<file path="src/rtl/cjs_pkg.sv">
/*
 cascade sync package: register map, field positions, reset values, carrier types.
 assumes an 8-bit control bus with 6-bit register addresses.
*/
package cjs_pkg;
	localparam int ADDR_W = 6;
	localparam int DATA_W = 8;
	localparam int REG_COUNT = 64;
	localparam logic [5:0] RECEIVE_CONDITION_B_ADDR = 6'h0A;
	localparam logic [5:0] RECEIVE_CONDITION_MASK_B_ADDR = 6'h0C;
	localparam logic [5:0] CASCADE_CTRL_ADDR = 6'h17;
	localparam int CSE_BIT = 4;
	localparam int CASCADE_EN_BIT = 0;
	localparam logic [7:0] REG_RESET = 8'h00;
	localparam logic [7:0] MASK_B_RESET = 8'h00;
	localparam int SYNC_EDGES = 2;
	localparam int JK_MAX_REPEAT = 2;
	typedef struct packed {
		logic [5:0] addr;
		logic [7:0] wdata;
		logic wr;
		logic rd;
	} cjs_bus_req_t;
	typedef struct packed {
		logic [7:0] symbol_pair;
		logic jk;
	} cjs_pair_t;
endpackage

</file>
<file path="src/rtl/cjs_cascade_sync.sv">
/*
 cascade stream alignment on the JK delimiter, open-drain ready line,
 sync-error detection and the 64 x 8 control register bank.
 assumes the receive stream arrives one symbol pair per local byte clock
 enable, already decoded, and that the wired-AND of ready lines is resolved outside.
*/
`timescale 1ns/100ps
// What this block does
// - release open-drain ready on received JK
// - cascade start high only when all released
// - host gets data only after cascade start
// - at most two consecutive JKs to host per alignment attempt, the count restarts in idle
// - flag error if start late by two edges
// - corrupted JK may leave error undetected
// - sixty-four eight-bit registers on control bus
module cjs_cascade_sync #(
	parameter int NUM_REGS = cjs_pkg::REG_COUNT
) (
	input wire logic CLOCK,
	input wire logic ARST_N,
	input wire logic BYTE_CLK_FALL,
	input wire cjs_pkg::cjs_pair_t RX_PAIR,
	input wire logic RX_VALID,
	input wire cjs_pkg::cjs_bus_req_t BUS_REQ,
	output logic [7:0] BUS_RDATA,
	input wire logic CASCADE_START_IN,
	output logic CASCADE_READY_OUT,
	output logic CASCADE_READY_OE,
	output cjs_pkg::cjs_pair_t HOST_PAIR,
	output logic HOST_VALID,
	output logic INT_REQ_N
);
	import cjs_pkg::*;

	// refuse settings the bank and the 2-bit counters cannot serve
	if (NUM_REGS != REG_COUNT) begin : g_bank_size
		$error("register bank must hold 64 registers");
	end
	if (SYNC_EDGES < 1 || SYNC_EDGES > 3) begin : g_sync_edges
		$error("sync edge count must fit the 2-bit counter");
	end
	if (JK_MAX_REPEAT < 1 || JK_MAX_REPEAT > 3) begin : g_jk_repeat
		$error("jk repeat limit must fit the 2-bit counter");
	end
	if (CSE_BIT >= DATA_W) begin : g_cse_bit
		$error("error flag bit lies outside the register");
	end

	typedef enum logic [1:0] {CJS_IDLE, CJS_WAIT, CJS_RUN} cjs_state_t;

	cjs_state_t state, next_state;
	logic [7:0] regs [NUM_REGS];
	logic [7:0] next_regs [NUM_REGS];
	logic start_s1, start_s2;
	logic next_start_s1, next_start_s2;
	logic [1:0] edge_cnt, next_edge_cnt;
	logic [1:0] jk_cnt, next_jk_cnt;
	logic ready_released, next_ready_released;
	cjs_pair_t next_host_pair;
	logic next_host_valid;
	logic [7:0] next_rdata;
	logic sync_err;
	logic cascade_en;
	logic irq_pending;

	assign cascade_en = regs[CASCADE_CTRL_ADDR][CASCADE_EN_BIT];

	// start line comes from the wired-AND outside, synchronise first
	always_comb begin
		next_start_s1 = CASCADE_START_IN;
		next_start_s2 = start_s1;
	end

	always_ff @(posedge CLOCK or negedge ARST_N) begin
		if (!ARST_N) begin
			start_s1 <= 1'b0;
			start_s2 <= 1'b0;
		end else begin
			start_s1 <= next_start_s1;
			start_s2 <= next_start_s2;
		end
	end

	// alignment: hunt for JK, wait for the peers, then run
	always_comb begin
		next_state = state;
		next_edge_cnt = edge_cnt;
		next_jk_cnt = jk_cnt;
		next_ready_released = ready_released;
		next_host_pair = HOST_PAIR;
		next_host_valid = 1'b0;
		sync_err = 1'b0;
		case (state)
			CJS_IDLE: begin
				next_ready_released = 1'b0;
				next_edge_cnt = 2'h0;
				next_jk_cnt = 2'h0;
				// a corrupted JK never arms the timer, so no error is flagged
				if (cascade_en && RX_VALID && RX_PAIR.jk) begin
					next_state = CJS_WAIT;
					next_ready_released = 1'b1;
					next_host_pair = RX_PAIR;
					next_host_valid = 1'b1;
					next_jk_cnt = 2'h1;
				end
			end
			CJS_WAIT: begin
				if (start_s2) begin
					next_state = CJS_RUN;
					next_edge_cnt = 2'h0;
				end else if (BYTE_CLK_FALL) begin
					// peers missed the skew window: flag and hunt again
					next_edge_cnt = edge_cnt + 2'h1;
					if (edge_cnt == 2'(SYNC_EDGES - 1)) begin
						sync_err = 1'b1;
						next_state = CJS_IDLE;
					end
				end
				// one more JK while the peers catch up
				if (RX_VALID && RX_PAIR.jk && jk_cnt < 2'(JK_MAX_REPEAT)) begin
					next_host_pair = RX_PAIR;
					next_host_valid = 1'b1;
					next_jk_cnt = jk_cnt + 2'h1;
				end
			end
			CJS_RUN: begin
				// a run of JKs reaches the host only up to the limit
				if (RX_VALID && !(RX_PAIR.jk && jk_cnt >= 2'(JK_MAX_REPEAT))) begin
					next_host_pair = RX_PAIR;
					next_host_valid = 1'b1;
					next_jk_cnt = RX_PAIR.jk ? jk_cnt + 2'h1 : 2'h0;
				end
				// peers dropped ready or mode left: back to hunting
				if (!start_s2 || !cascade_en) begin
					next_state = CJS_IDLE;
				end
			end
			default: begin
				next_state = CJS_IDLE;
			end
		endcase
		if (!cascade_en) begin
			next_state = CJS_IDLE;
			next_ready_released = 1'b0;
		end
	end

	always_ff @(posedge CLOCK or negedge ARST_N) begin
		if (!ARST_N) begin
			state <= CJS_IDLE;
			edge_cnt <= 2'h0;
			jk_cnt <= 2'h0;
			ready_released <= 1'b0;
			HOST_PAIR <= '0;
			HOST_VALID <= 1'b0;
		end else begin
			state <= next_state;
			edge_cnt <= next_edge_cnt;
			jk_cnt <= next_jk_cnt;
			ready_released <= next_ready_released;
			HOST_PAIR <= next_host_pair;
			HOST_VALID <= next_host_valid;
		end
	end

	// open drain: pull low while not ready, release otherwise
	assign CASCADE_READY_OUT = 1'b0;
	assign CASCADE_READY_OE = !ready_released;

	always_comb begin
		for (int i = 0; i < NUM_REGS; i++) begin
			next_regs[i] = regs[i];
		end
		// bus write first, then the hardware set, so the set wins
		if (BUS_REQ.wr) begin
			if (BUS_REQ.addr == RECEIVE_CONDITION_B_ADDR) begin
				// conditional write: a zero clears a flag, a one leaves it
				next_regs[RECEIVE_CONDITION_B_ADDR] = regs[RECEIVE_CONDITION_B_ADDR]
					& BUS_REQ.wdata;
			end else if (BUS_REQ.addr == RECEIVE_CONDITION_MASK_B_ADDR) begin
				next_regs[RECEIVE_CONDITION_MASK_B_ADDR] = BUS_REQ.wdata;
			end else begin
				// reserved locations included: plain storage
				next_regs[BUS_REQ.addr] = BUS_REQ.wdata;
			end
		end
		if (sync_err) begin
			next_regs[RECEIVE_CONDITION_B_ADDR][CSE_BIT] = 1'b1;
		end
		next_rdata = BUS_RDATA;
		if (BUS_REQ.rd) begin
			next_rdata = regs[BUS_REQ.addr];
		end
	end

	always_ff @(posedge CLOCK or negedge ARST_N) begin
		if (!ARST_N) begin
			for (int i = 0; i < NUM_REGS; i++) begin
				regs[i] <= REG_RESET;
			end
			BUS_RDATA <= REG_RESET;
		end else begin
			for (int i = 0; i < NUM_REGS; i++) begin
				regs[i] <= next_regs[i];
			end
			BUS_RDATA <= next_rdata;
		end
	end

	// any unmasked receive condition requests service
	assign irq_pending = |(regs[RECEIVE_CONDITION_B_ADDR] & regs[RECEIVE_CONDITION_MASK_B_ADDR]);
	assign INT_REQ_N = !irq_pending;
endmodule

</file>
<file path="config.mk">
export PLATFORM = sky130hd
export DESIGN_NAME = cjs_cascade_sync
export DESIGN_NICKNAME = d
export VERILOG_FILES = /design/src/rtl/cjs_pkg.sv /design/src/rtl/cjs_cascade_sync.sv
export SDC_FILE = /design/constraint.sdc
export NUM_CORES = 1
export LEC_CHECK = 0
export BUFFER_PORTS_ARGS = -buffer_cell sky130_fd_sc_hd__buf_2
export CAP_MARGIN = 30
export CORE_AREA = 3 3 307 248
export DETAILED_ROUTE_END_ITERATION = 8
export DIE_AREA = 0 0 310 251
export GPL_ROUTABILITY_DRIVEN = 0
export SYNTH_ARGS = -nofsm -noshare
export SYNTH_HDL_FRONTEND = slang
export SYNTH_SLANG_ARGS = --single-unit
export TNS_END_PERCENT = 50
</file>
<file path="constraint.sdc">
create_clock -name CLOCK -period 2.7 [get_ports CLOCK]
set_input_delay 0.405 -clock CLOCK [delete_from_list [all_inputs] [get_ports CLOCK]]
set_output_delay 0.405 -clock CLOCK [all_outputs]
set_load 0.005 [all_outputs]
</file>
# Word-level counts from Yosys, hierarchy flattened
# Cells that the tools add are included.
[totals]
reg_bits = 539
in_bits = 30
output_inout_bits = 21
word_cells = 170
[op_classes]
n_addsub = 2
order_cmp = 4
n_eq_ne = 16
n_mux = 42
bitwise_logic = 5
n_reduce_logical = 26
[ops]
columns = ["operator", "n"]
rows = [
  ["$bwmux W512", 1],
  ["$mux W429", 1],
  ["$mux W424", 1],
  ["$mux W408", 1],
  ["$bmux W8 S6", 1],
  ["$demux W8 S6", 1],
  ["$mux W8", 5],
  ["$mux W9", 3],
  ["$pmux W9 S3", 1],
  ["$mux W2", 11],
  ["$and A8 B8 Y8", 2],
  ["$mux W16", 1],
  ["$eq A6 B4 Y1 const B", 2],
  ["$ne A3 B3 Y1 const B", 4],
  ["$pmux W2 S3", 2],
  ["$mux W1", 11],
  ["$ne A2 B2 Y1 const B", 4],
  ["$ne A4 B4 Y1 const B", 2],
  ["$reduce_and A2 Y1", 4],
  ["$reduce_and A4 Y1", 2],
  ["$reduce_or A8 Y1", 1],
  ["$ge A7 B7 Y1 const B", 1],
  ["$logic_and A1 B1 Y1", 7],
  ["$lt A7 B1 Y1 const B", 1],
  ["16 further kinds", 25],
]

# Depth between registers and ports, before layout
[logic_depth]
depth_word = 10
ltp_mapped = 10
ltp_nobuf = 8

# Worst setup path before layout
# OpenSTA, ideal clock, no wires.
[synth_timing]
path_type = "input port to flip-flop"
start = "input port BUS_REQ[11] in the netlist's numbering"
end = "register BUS_RDATA[2]"
setup_ns = 0.126
arrival_ns = 1.917
required_ns = 2.574
slack_ns = 0.657
path_stages = 6
path_buffers = 2
cell_sequence = "buf_6 > buf_2 > mux4_2 > a31oi_1 > o2111ai_1 > o32a_1"
[synth_between]
elab_chain_len = 4
[synth_rtl]
columns = ["element", "line_no", "text"]
rows = [
  ["start, declared", "cjs_cascade_sync.sv:24", "input wire cjs_pkg::cjs_bus_req_t BUS_REQ,"],
  ["$not A6 Y7 (not written as such)", "cjs_cascade_sync.sv:192", "next_rdata = regs[BUS_REQ.addr];"],
  ["$bmux W8 S6", "cjs_cascade_sync.sv:192", ""],
  ["$mux W8 (not written as such) (2 in series)", "cjs_cascade_sync.sv:192", ""],
  ["end signal, assigned", "cjs_cascade_sync.sv:206", "BUS_RDATA <= next_rdata;"],
  ["end, declared", "cjs_cascade_sync.sv:25", "output logic [7:0] BUS_RDATA,"],
]
# Every way passes these cells. The select of a mux whose other input is x is not followed.
# A chain may end at the register's enable or synchronous reset.

# Worst setup path after layout
[layout_timing]
start = "input port BUS_REQ[10] in the netlist's numbering"
end = "register BUS_RDATA[6]"
# The elaborated chain is that of the path after synthesis.

==> results.tsv <==
stage	metric	value	unit
logic_synthesis	synthTopCellsByArea	dfrtp_1 (54%), mux2_2 (23%), mux4_2 (5.2%)	
die	die_y	251	µm
clock_tree	clk_latency	0.61	ns
logic_synthesis	ys_ff_latch	539	
global_routing	grt_pass1_wl	110	mm
logic_synthesis	synth_seq_area_share	54.2	%
clock_tree	path_clk_slew	0.06	ns
finish	drive_above_1_share	46.2	%
finish	antenna_cells	0	
routing	dr.pass1.iters	5	
logic_synthesis	synthDistinctLibCells	67	
finish	synthToLayoutAreaGrowth	16.1	%
timing	finalMaxSlewViolations	0	
place	place_ws	0.0605	ns
timing	setup_viol	0	
logic_synthesis	synth_top_area_cell	dfrtp_1	
timing	fin_crit	2.22	ns
power	pwr-share-clk	37.9	%
timing	fin_skew	0.0210	ns
logic_synthesis	synthCells	1773	
logic_synthesis	synth_area	24900	µm²
power	intPower	14900	µW
setup_path	endpoint_kind	flip-flop	
routing	ant_nets	0	
die	ios	51	
place	post-place-cells	2803	
power	irDropWorstVdd	0.510	mV
outcome	outcome	finished, final reports clean	
clock_tree	cts_tree	done	
finish	layout.nets	1944	
setup_path	crit_path_start_kind	input pin	
logic_synthesis	yosysTopAreaCellShare	54.2	%
setup_path	crit_arrival	2.75	ns
clock_tree	cts_max_path_buffers	3	
timing	whs	0.0345	ns
timing	fin_crit_sh	82.1	%
logic_synthesis	synthMostInstantiatedCell	dfrtp_1	
timing	tightest_slew	1.05	ns
clock_tree	cts.sinks	539	
clock_tree	cts_resized	0	
logic_synthesis	syn_nets	1810	
timing	tns	0	ns
clock_tree	cts_setup_buffers	0	
timing	max_slew_margin	29.9	%
die	core_area	73500	µm²
finish	instances_no_fill	2901	
logic_synthesis	synth-async-reset-ratio	100	%
timing	rsz0062_at_grt	false	
global_routing	grt_overflow_total	0	
run	drv_cap	0	
routing	drcViolationCount	0	
place	place.port_buffers	49	
setup_path	crit_fanout	27	
die	initial_core_util	33.8	%
logic_synthesis	synthFlopType	dfrtp_1	
worst_hold_path	hp-class	input pin to flip-flop	
timing	fin_ws	0.484	ns
power	powerDensity	690	nW/µm²
global_routing	grtUsageTotal	18.6	%
logic_synthesis	synth_common_cells	dfrtp_1 (539), mux2_2 (511), nand2_1 (72)	
power	switchingPower	5050	µW
global_routing	grt_pass1_vias	16872	
place	dpl.hpwl	49.5	mm
logic_synthesis	yosys_warnings	0	
power	power	19900	µW
logic_synthesis	synth_edf_count	0	
logic_synthesis	synth_area_per_cell	14.0	µm²
routing	viasPerCell	5.59	
clock_tree	h-tree-depth	2	
timing	hold_viol	0	
global_routing	grt_max_degree	76	
routing	vias	16219	
power	comb_power_share	13.5	%
power	leakagePower	0.0133	µW
setup_path	cp_data_required_time	3.23	ns
die	die_width	310	µm
routing	wl_per_cell	25.1	µm
finish	fillCellCount	6866	
timing	fmax	451	MHz
clock_tree	cts-root-buf	clkbuf_16	
die	dieArea	77800	µm²
power	swShare	25.4	%
global_routing	antenna_found_initial	5	
setup_path	critPathKind	input pin to flip-flop	
clock_tree	numCtsBuffers	54	
routing	wirelength	72.9	mm
power	p_seq_share	48.6	%
die	row_count	89	
routing	drtIter0Drc	1373	
-- flip-flops by register name (all words and copies together) (netlist names) --
signal	count
regs	511
HOST_PAIR	9
BUS_RDATA	8
edge_cnt	2
jk_cnt	2
state	2
HOST_VALID	1
cascade_en	1
next_start_s2	1
ready_released	1
start_s2	1
-- critical path, cell delays in order --
cell and delay, ns:
buf_6 0.27, nor2b_1 0.88, a221oi_1 0.24, nor3_1 0.45, a31oi_1 0.18, nand3_1 0.13, o32a_1 0.16
-- per-layer routing --
metal,global-route usage [%],vias up,part of all wire [%]
met3,4.74,137,7.9
met2,27.3,590,43
met5,1.10,-,0.26
met1,27.2,8625,47
li1,-,6855,-
met4,5.02,12,2.5
-- cells in the final DEF, fill, tap and decap left out, types with 10 or more instances in the layout --
cell / instances
buf_2: 45
nor2_1: 48
o21ai_0: 30
mux2_1: 15
dfrtp_1: 539
a22oi_1: 29
nor2_2: 23
mux2i_1: 68
mux4_2: 57
clkbuf_1: 14
clkbuf_16: 55
nand3_1: 24
a221oi_1: 46
o22ai_1: 18
buf_4: 134
a21oi_1: 25
clkinv_2: 11
mux2_2: 511
buf_12: 20
inv_1: 10
nand2_1: 72
-- cell families after synthesis --
group | Yosys count | share of synthesized area [%]
buffers and inverters | 137 | 2.67
other | 1 | 0.0151
muxes | 653 | 31.8
adders and majority gates | 7 | 0.352
and+or+nand+nor | 220 | 4.50
DFF | 539 | 54.2
AOI/OAI and AO/OA | 215 | 6.36
xor gates and xnor gates | 1 | 0.0352
-- final cells by class --
cell class	count	area [µm²]	area share [%]
sequential	539	13500	46.7
multi-input combinational	1097	10700	37.1
timing repair buffer	204	1690	5.85
clock buffer	78	1550	5.38
tap	955	1190	4.14
clock inverter	17	193	0.667
inverter	11	41.3	0.143
-- metrics by stage --
| step | utilization (%) | instance area (µm²) |
|---|---|---|
| detailed placement | 36.9 | 27100 |
| global route | 39.3 | 28900 |
| floorplan | - | 24900 |
| global placement | 36.9 | 27100 |
| CTS | 39.3 | 28900 |
| finish | 39.3 | 28900 |
-- worst paths after layout --
| check | start | end | slack (ns) | cells past startpoint |
|---|---|---|---|---|
| min reg2reg | next_start_s2$_DFF_PN0_ | start_s2$_DFF_PN0_ | 0.36 | 0 |
| max reg2reg | regs[327]$_DFFE_PN0P_ | BUS_RDATA[7]$_DFFE_PN0P_ | 0.57 | 7 |
| min in group asynchronous | ARST_N | regs[412]$_DFFE_PN0P_ | 0.41 | 2 |
| min | RX_PAIR[5] | HOST_PAIR[5]$_DFFE_PN0P_ | 0.03 | 2 |
| max | BUS_REQ[10] | BUS_RDATA[6]$_DFFE_PN0P_ | 0.48 | 7 |
| max in group asynchronous | ARST_N | regs[44]$_DFFE_PN0P_ | 1.35 | 3 |
-- repair_timing --
action / CTS / global route
endpoints found under the hold margin: 59 / 0
hold buffers: 2 / 0
endpoints found under the setup margin: 0 / 0
-- power groups by stage --
stage | combinational [µW] | clock, µW | sequential, µW
2_1_floorplan | 1770 | 0 | 9580
3_3_place_gp | 2610 | 0 | 9730
3_5_place_dp | 2690 | 0 | 9790
4_1_cts | 2700 | 7740 | 9650
5_1_grt | 2910 | 8040 | 9780
6_report | 2690 | 7550 | 9670
Note: power is estimated with default switching activity, not from simulation.
